--- config.mk ---
export PLATFORM = sky130hd
export DESIGN_NAME = trx_exec
export DESIGN_NICKNAME = d
export VERILOG_FILES = /design/src/verilog/trx_pkg.sv /design/src/verilog/trx_exec.sv /design/src/verilog/trx_xor_unit.sv
export VERILOG_INCLUDE_DIRS = /design/src /design/src/verilog
export SDC_FILE = /design/constraint.sdc
export NUM_CORES = 1
export LEC_CHECK = 0
export ABC_AREA = 1
export BUFFER_PORTS_ARGS = -buffer_cell sky130_fd_sc_hd__buf_2
export CELL_PAD_IN_SITES_DETAIL_PLACEMENT = 0
export CELL_PAD_IN_SITES_GLOBAL_PLACEMENT = 1
export CORE_MARGIN = 2
export CORE_UTILIZATION = 35
export CTS_CLUSTER_DIAMETER = 60
export DETAILED_ROUTE_END_ITERATION = 10
export GPL_ROUTABILITY_DRIVEN = 0
export PLACE_DENSITY_LB_ADDON = 0.1
export SLEW_MARGIN = 40
export SYNTH_ARGS = -nofsm -noshare
export SYNTH_HDL_FRONTEND = slang
export SYNTH_SLANG_ARGS = --single-unit
export TNS_END_PERCENT = 10
--- constraint.sdc ---
create_clock -name clock -period 4.6 [get_ports clock]
set_clock_uncertainty 0.1 [all_clocks]
set_input_delay 0.69 -clock clock [delete_from_list [all_inputs] [get_ports clock]]
set_output_delay 0.69 -clock clock [all_outputs]
set_load 0.05 [all_outputs]
--- src/verilog/trx_params.svh ---
/*
  Widths, field positions and reset values for the table-read and XOR execution unit.
  Assumes it is included by the design modules and by the testbench.
*/
`ifndef TRX_PARAMS_SVH
`define TRX_PARAMS_SVH

`define TRX_DW 8
`define TRX_ROM_W 14
`define TRX_ROM_AW 11
`define TRX_PTR_BITS 3
`define TRX_HI_BITS 6
`define TRX_HI_LSB 8
`define TRX_FA_W 7
`define TRX_BYTE_RST 8'h00
`define TRX_ROM_ADDR_RST 11'h000
`define TRX_FA_RST 7'h00

`endif

--- src/verilog/trx_pkg.sv ---
/*
  Types shared by the execution unit: operation select and sequencer states.
  Assumes the decoder drives an operation code of type trx_op_t.
*/
package trx_pkg;

  typedef enum logic [2:0] {
    trx_op_none,
    trx_op_table_read,
    trx_op_read_timer,
    trx_op_xor_file,
    trx_op_xor_imm
  } trx_op_t;

  typedef enum logic {
    trx_st_idle,
    trx_st_fetch
  } trx_state_t;

endpackage : trx_pkg

--- src/verilog/trx_exec.sv ---
/*
  Execution unit for table read, timer-mode read and the two XOR operations.
  Assumes the decoder holds op_* stable with op_valid, supplies file_rdata for the
  addressed register in the same cycle, and that program memory answers rom_rdata
  combinationally for rom_addr while rom_rd is high. Decoder must stall while rom_rd is high.
*/
// Notes on behaviour
// - Table read addresses ROM by pointer and accumulator
// - Upper six ROM bits go to table-data-high
// - Table read takes two cycles, no flags
// - Timer-mode read copies mode register, one cycle
// - File XOR combines accumulator and register, one cycle
// - Destination bit selects accumulator or register
// - Immediate XOR always writes accumulator
`timescale 1ns/10ps
`include "trx_params.svh"

module trx_exec
  import trx_pkg::*;
(
  input wire logic clock,
  input wire logic arst_n,
  input wire logic op_valid,
  input wire trx_op_t op_code,
  input wire logic [`TRX_DW-1:0] op_operand,
  input wire logic op_dest,
  input wire logic [`TRX_DW-1:0] table_pointer_high,
  input wire logic [`TRX_DW-1:0] timer0_mode_reg,
  input wire logic [`TRX_DW-1:0] file_rdata,
  input wire logic [`TRX_ROM_W-1:0] rom_rdata,
  output logic [`TRX_DW-1:0] working_register_q,
  output logic [`TRX_DW-1:0] table_data_high_q,
  output logic [`TRX_ROM_AW-1:0] rom_addr_q,
  output logic rom_rd_q,
  output logic [`TRX_FA_W-1:0] file_addr_q,
  output logic [`TRX_DW-1:0] file_wdata_q,
  output logic file_we_q,
  output logic zero_flag_q,
  output logic zero_update_q
);

  trx_state_t state_q;
  logic accept;
  logic is_table;
  logic is_timer;
  logic is_xfile;
  logic is_ximm;
  logic [`TRX_DW-1:0] xor_operand;
  logic [`TRX_DW-1:0] xor_result;
  logic xor_zero;

  // Ops are taken only while no table fetch is pending
  assign accept = op_valid && (state_q == trx_st_idle);
  assign is_table = accept && (op_code == trx_op_table_read);
  assign is_timer = accept && (op_code == trx_op_read_timer);
  assign is_xfile = accept && (op_code == trx_op_xor_file);
  assign is_ximm = accept && (op_code == trx_op_xor_imm);
  assign xor_operand = (op_code == trx_op_xor_file) ? file_rdata : op_operand;

  trx_xor_unit u_xor (
    .a(working_register_q),
    .b(xor_operand),
    .result(xor_result),
    .is_zero(xor_zero)
  );

  // Sequencer: table read spends a second cycle fetching
  always_ff @(posedge clock or negedge arst_n) begin
    if (!arst_n) begin
      state_q <= trx_st_idle;
    end else begin
      case (state_q)
        trx_st_idle: begin
          if (is_table) begin
            state_q <= trx_st_fetch;
          end
        end
        trx_st_fetch: begin
          state_q <= trx_st_idle;
        end
        default: begin
          state_q <= trx_st_idle;
        end
      endcase
    end
  end

  // Program memory request
  always_ff @(posedge clock or negedge arst_n) begin
    if (!arst_n) begin
      rom_addr_q <= `TRX_ROM_ADDR_RST;
      rom_rd_q <= 1'b0;
    end else begin
      rom_rd_q <= is_table;
      if (is_table) begin
        rom_addr_q <= {table_pointer_high[`TRX_PTR_BITS-1:0], working_register_q};
      end
    end
  end

  // Accumulator
  always_ff @(posedge clock or negedge arst_n) begin
    if (!arst_n) begin
      working_register_q <= `TRX_BYTE_RST;
    end else if (state_q == trx_st_fetch) begin
      working_register_q <= rom_rdata[`TRX_DW-1:0];
    end else if (is_timer) begin
      working_register_q <= timer0_mode_reg;
    end else if ((is_xfile && !op_dest) || is_ximm) begin
      working_register_q <= xor_result;
    end
  end

  // Table data high
  always_ff @(posedge clock or negedge arst_n) begin
    if (!arst_n) begin
      table_data_high_q <= `TRX_BYTE_RST;
    end else if (state_q == trx_st_fetch) begin
      table_data_high_q <= {{(`TRX_DW-`TRX_HI_BITS){1'b0}}, rom_rdata[`TRX_ROM_W-1:`TRX_HI_LSB]};
    end
  end

  // File write-back
  always_ff @(posedge clock or negedge arst_n) begin
    if (!arst_n) begin
      file_we_q <= 1'b0;
      file_addr_q <= `TRX_FA_RST;
      file_wdata_q <= `TRX_BYTE_RST;
    end else begin
      file_we_q <= is_xfile && op_dest;
      if (is_xfile) begin
        file_addr_q <= op_operand[`TRX_FA_W-1:0];
        file_wdata_q <= xor_result;
      end
    end
  end

  // Zero flag; carry flags are never touched here
  always_ff @(posedge clock or negedge arst_n) begin
    if (!arst_n) begin
      zero_flag_q <= 1'b0;
      zero_update_q <= 1'b0;
    end else begin
      zero_update_q <= is_xfile || is_ximm;
      if (is_xfile || is_ximm) begin
        zero_flag_q <= xor_zero;
      end
    end
  end

  property p_rom_addr;
    @(posedge clock) disable iff (!arst_n)
    is_table |=> rom_rd_q && (rom_addr_q[`TRX_DW-1:0] == $past(working_register_q))
      && (rom_addr_q[`TRX_ROM_AW-1:`TRX_DW] == $past(table_pointer_high[`TRX_PTR_BITS-1:0]));
  endproperty
  a_rom_addr: assert property (p_rom_addr) else $error("Table address not formed from pointer and accumulator");

  property p_acc_load;
    @(posedge clock) disable iff (!arst_n)
    rom_rd_q |=> working_register_q == $past(rom_rdata[`TRX_DW-1:0]);
  endproperty
  a_acc_load: assert property (p_acc_load) else $error("Accumulator missed low ROM byte");

  property p_tdh_load;
    @(posedge clock) disable iff (!arst_n)
    rom_rd_q |=> table_data_high_q == {{(`TRX_DW-`TRX_HI_BITS){1'b0}}, $past(rom_rdata[`TRX_ROM_W-1:`TRX_HI_LSB])};
  endproperty
  a_tdh_load: assert property (p_tdh_load) else $error("Table data high not loaded from upper bits");

  property p_two_cycle;
    @(posedge clock) disable iff (!arst_n)
    is_table |=> rom_rd_q && !accept && !zero_update_q ##1 !rom_rd_q && !zero_update_q && !file_we_q;
  endproperty
  a_two_cycle: assert property (p_two_cycle) else $error("Table read not two cycles or touched flags");

  property p_timer;
    @(posedge clock) disable iff (!arst_n)
    is_timer |=> (working_register_q == $past(timer0_mode_reg)) && !zero_update_q;
  endproperty
  a_timer: assert property (p_timer) else $error("Timer mode copy wrong");

  property p_xfile_wr;
    @(posedge clock) disable iff (!arst_n)
    is_xfile && op_dest |=> file_we_q && (file_wdata_q == ($past(working_register_q) ^ $past(file_rdata)))
      && (file_addr_q == $past(op_operand[`TRX_FA_W-1:0])) && $stable(working_register_q);
  endproperty
  a_xfile_wr: assert property (p_xfile_wr) else $error("File XOR write-back wrong");

  property p_xfile_acc;
    @(posedge clock) disable iff (!arst_n)
    is_xfile && !op_dest |=> !file_we_q && (working_register_q == ($past(working_register_q) ^ $past(file_rdata)));
  endproperty
  a_xfile_acc: assert property (p_xfile_acc) else $error("File XOR to accumulator wrong");

  property p_ximm;
    @(posedge clock) disable iff (!arst_n)
    is_ximm |=> !file_we_q && (working_register_q == ($past(working_register_q) ^ $past(op_operand)));
  endproperty
  a_ximm: assert property (p_ximm) else $error("Immediate XOR wrong");

  property p_zero;
    @(posedge clock) disable iff (!arst_n)
    zero_update_q |-> zero_flag_q == ($past(working_register_q ^ ((op_code == trx_op_xor_file) ? file_rdata : op_operand))
      == `TRX_BYTE_RST);
  endproperty
  a_zero: assert property (p_zero) else $error("Zero flag does not match XOR result");

  property p_rd_pulse;
    @(posedge clock) disable iff (!arst_n)
    rom_rd_q |=> !rom_rd_q;
  endproperty
  a_rd_pulse: assert property (p_rd_pulse) else $error("Table fetch longer than one cycle");

  property p_tdh_hold;
    @(posedge clock) disable iff (!arst_n)
    !rom_rd_q |=> $stable(table_data_high_q);
  endproperty
  a_tdh_hold: assert property (p_tdh_hold) else $error("Table data high changed outside a table read");

  property p_zero_hold;
    @(posedge clock) disable iff (!arst_n)
    !(is_xfile || is_ximm) |=> $stable(zero_flag_q) && !zero_update_q;
  endproperty
  a_zero_hold: assert property (p_zero_hold) else $error("Zero flag changed without an XOR");

endmodule : trx_exec

--- src/verilog/trx_xor_unit.sv ---
/*
  Combinational exclusive-OR of the working register with an operand, plus a zero test.
  Assumes the caller registers the results.
*/
`timescale 1ns/10ps
`include "trx_params.svh"

module trx_xor_unit (
  input wire logic [`TRX_DW-1:0] a,
  input wire logic [`TRX_DW-1:0] b,
  output logic [`TRX_DW-1:0] result,
  output logic is_zero
);

  always_comb begin
    result = a ^ b;
    is_zero = ((a ^ b) == `TRX_BYTE_RST);
  end

endmodule : trx_xor_unit
==> reports/qor.csv <==
metric,value,unit
status,"complete, no violations",
synth_edf_count,0,
ant_nets,0,
slew_headroom,0.512,
seqPwrFrac,0.380,
avgViaCountPerCell,4.56,
post_cts_buffers,0,
worst-path-buf-inv,2,
tightest_slew,0.730,ns
yosys-mux-area-fraction,0,
first_iter_violations,73,
ys.flop_type,dfrtp_1,
nets,432,
instances_no_fill,456,
fin_crit_sh,0.523,
syn_avg_cell_area,7.62,µm²
tns,0,ns
yosysSeqAreaShare,0.504,
cap_violations,0,
grt.total_usage,0.180,
synth_seq_cells,45,
rsz0062_at_grt,no,
cts_buffer_depth,2,
peakVddDrop,0.208,mV
comb_power_share,0.451,
synth-adder-area-share,0,
cp_top_family,simple AND/OR/NAND/NOR gates,
netlist_instances,293,
antenna_found_initial,0,
synth_top_family_by_area,simple AND/OR/NAND/NOR gates,
mappedNetlistArea,2230,µm²
async_flop_share,1.00,
place_inst,449,
max_freq,416,MHz
grt_overflow,0,
synthDistinctLibCells,22,
critPathArrivalTime,2.53,ns
hold_violations,0,
cp_cell_sequence,"inv_2, nand2_4, nor2_1, nand3_1, inv_1, nand2_1, nand2_1",
path_max_fanout,21,
power.internal,0.000754,W
synth-compound-area-share,0.0880,
required,4.73,ns
drt_wl_total,5.97,mm
setup_viol,0,
cts_hold_buf,0,
drive_gt1_frac,0.285,
p_sw_frac,0.482,
ys_warn_count,0,
critPathKind,reg -> reg,
core-area,6240,µm²
h-tree-depth,2,
grt_max_degree,46,
worstHoldPathType,in -> async,
max_stage_delay,0.57,ns
slowest_stage,dfrtp_1,
post_cts_resized,0,
grt_pass1_wl,9.98,mm
power_frac_clock,0.169,
synthSimpleGateAreaFrac,0.324,
drv_slew,0,
start_kind,flip-flop,
cts_tree,yes,
yosysTopAreaCell,dfrtp_1,
diodes,0,
ioPinCount,99,
synthTopCellsByCount,"120 x nand2_1, 45 x dfrtp_1, 26 x o21ai_0",
die_x,83.9,µm
crit_top_cell,nand2_1,
die_y,83.9,µm
end_kind,flip-flop,
clk-insertion-delay-late,0.29,ns
cts_buffers,5,
clkTransAtPathRegs,0.08,ns
period_minus_slack,2.40,ns
cts_root_buffer,clkbuf_8,
yosysTopAreaCellShare,0.504,
fillers,697,
p_total,0.00146,W
power_density,521,nW/µm²
portBuffers,91,
vias,2078,
yosysMostFrequentCell,nand2_1,
grt_pass1_vias,2033,
firstDrtPassIters,4,
rows,29,
cts.sinks,45,
ys_top_cells_by_area,"dfrtp_1 50%, nand2_1 20%, o21ai_0 5.8%",
p_sw,0.000703,W
wl_per_cell,13.1,µm
die_area,7030,µm²
floorplan.initialDensity,0.358,
dp_hpwl,4.48,mm
area_growth,25.4,%
drc,0,
leakagePower,1.66,nW
synth_xor_area_frac,0,
sequential cells by signal, indices dropped and copies added, names as in the netlist:
signal and cells:
table_data_high_q 6, zero_flag_q 1, state_q 1, file_wdata_q 8, zero_update_q 1, working_register_q 8
file_addr_q 7, rom_addr_q 11, rom_rd_q 1, file_we_q 1
layer usage:
metal	track usage	wire length [µm]	up-vias
met5	0	0	-
met4	0.0440	29	0
met3	0.0396	358	2
met2	0.283	2700	63
met1	0.253	2880	935
li1	-	-	1078
per-stage QoR:
step | setup slack (ns) | util | hold slack (ns) | area [µm²]
6_report | 2.20 | 0.448 | 0.297 | 2800
5_1_grt | 1.92 | 0.448 | 0.334 | 2800
4_1_cts | 2.15 | 0.448 | 0.312 | 2800
3_5_place_dp | 2.16 | 0.435 | 0.354 | 2710
3_3_place_gp | 2.17 | 0.434 | 0.349 | 2710
2_1_floorplan | 2.77 | - | 0.294 | 2240
cell usage in the layout (no fill, tap or decap), drive strengths merged:
| cell | n |
|---|---|
| nor2 | 28 |
| conb | 2 |
| a21oi | 8 |
| nand3 | 15 |
| clkbuf | 7 |
| nand2 | 121 |
| inv | 28 |
| buf | 91 |
| o211ai | 1 |
| dfrtp | 45 |
| a31oi | 3 |
| o21ai | 26 |
| nand4 | 4 |
layout make-up:
type | count | area (µm²) | area share
repair buffers | 91 | 458 | 0.164
flip-flops and latches | 45 | 1130 | 0.402
inverters | 28 | 105 | 0.0376
well taps | 77 | 96.3 | 0.0344
multi-input cells | 208 | 927 | 0.331
clock buffers | 7 | 86.3 | 0.0308
worst paths after layout:
path / from / endpoint / slack [ns] / cells after the start
worst max-delay path: state_q$_DFF_PN0_ / rom_addr_q[8]$_DFFE_PN0P_ / 2.20 / 7
worst min-delay path: arst_n / file_wdata_q[2]$_DFFE_PN0P_ / 0.30 / 1
worst max register to register: state_q$_DFF_PN0_ / rom_addr_q[8]$_DFFE_PN0P_ / 2.20 / 7
worst min register to register: table_data_high_q[1]$_DFFE_PN0P_ / table_data_high_q[1]$_DFFE_PN0P_ / 0.37 / 2
max in group asynchronous: arst_n / state_q$_DFF_PN0_ / 3.71 / 1
min in group clock: table_data_high_q[1]$_DFFE_PN0P_ / table_data_high_q[1]$_DFFE_PN0P_ / 0.37 / 2
worst register-to-register path, cell delays in order (launching register included):
cell and delay (ns):
dfrtp_1 0.57, inv_2 0.35, nand2_4 0.14, nor2_1 0.18, nand3_1 0.55, inv_1 0.31, nand2_1 0.08, nand2_1 0.06
power by group through the flow:
stage / registers, W / logic [W] / clock network, W
4_1_cts: 0.000555 / 0.000666 / 0.000258
3_3_place_gp: 0.000561 / 0.000660 / 0
6_report: 0.000554 / 0.000657 / 0.000247
2_1_floorplan: 0.000885 / 0.000159 / 0
5_1_grt: 0.000569 / 0.000711 / 0.000273
3_5_place_dp: 0.000562 / 0.000665 / 0
cell families (layout without fill, tap and decap cells):
group	after synthesis	count (layout)
AOI/OAI and AO/OA	38	38
buffers and inverters	41	126
DFF	45	45
other	1	2
and+or+nand+nor	168	168
Note: power is estimated with default switching activity, not from simulation.
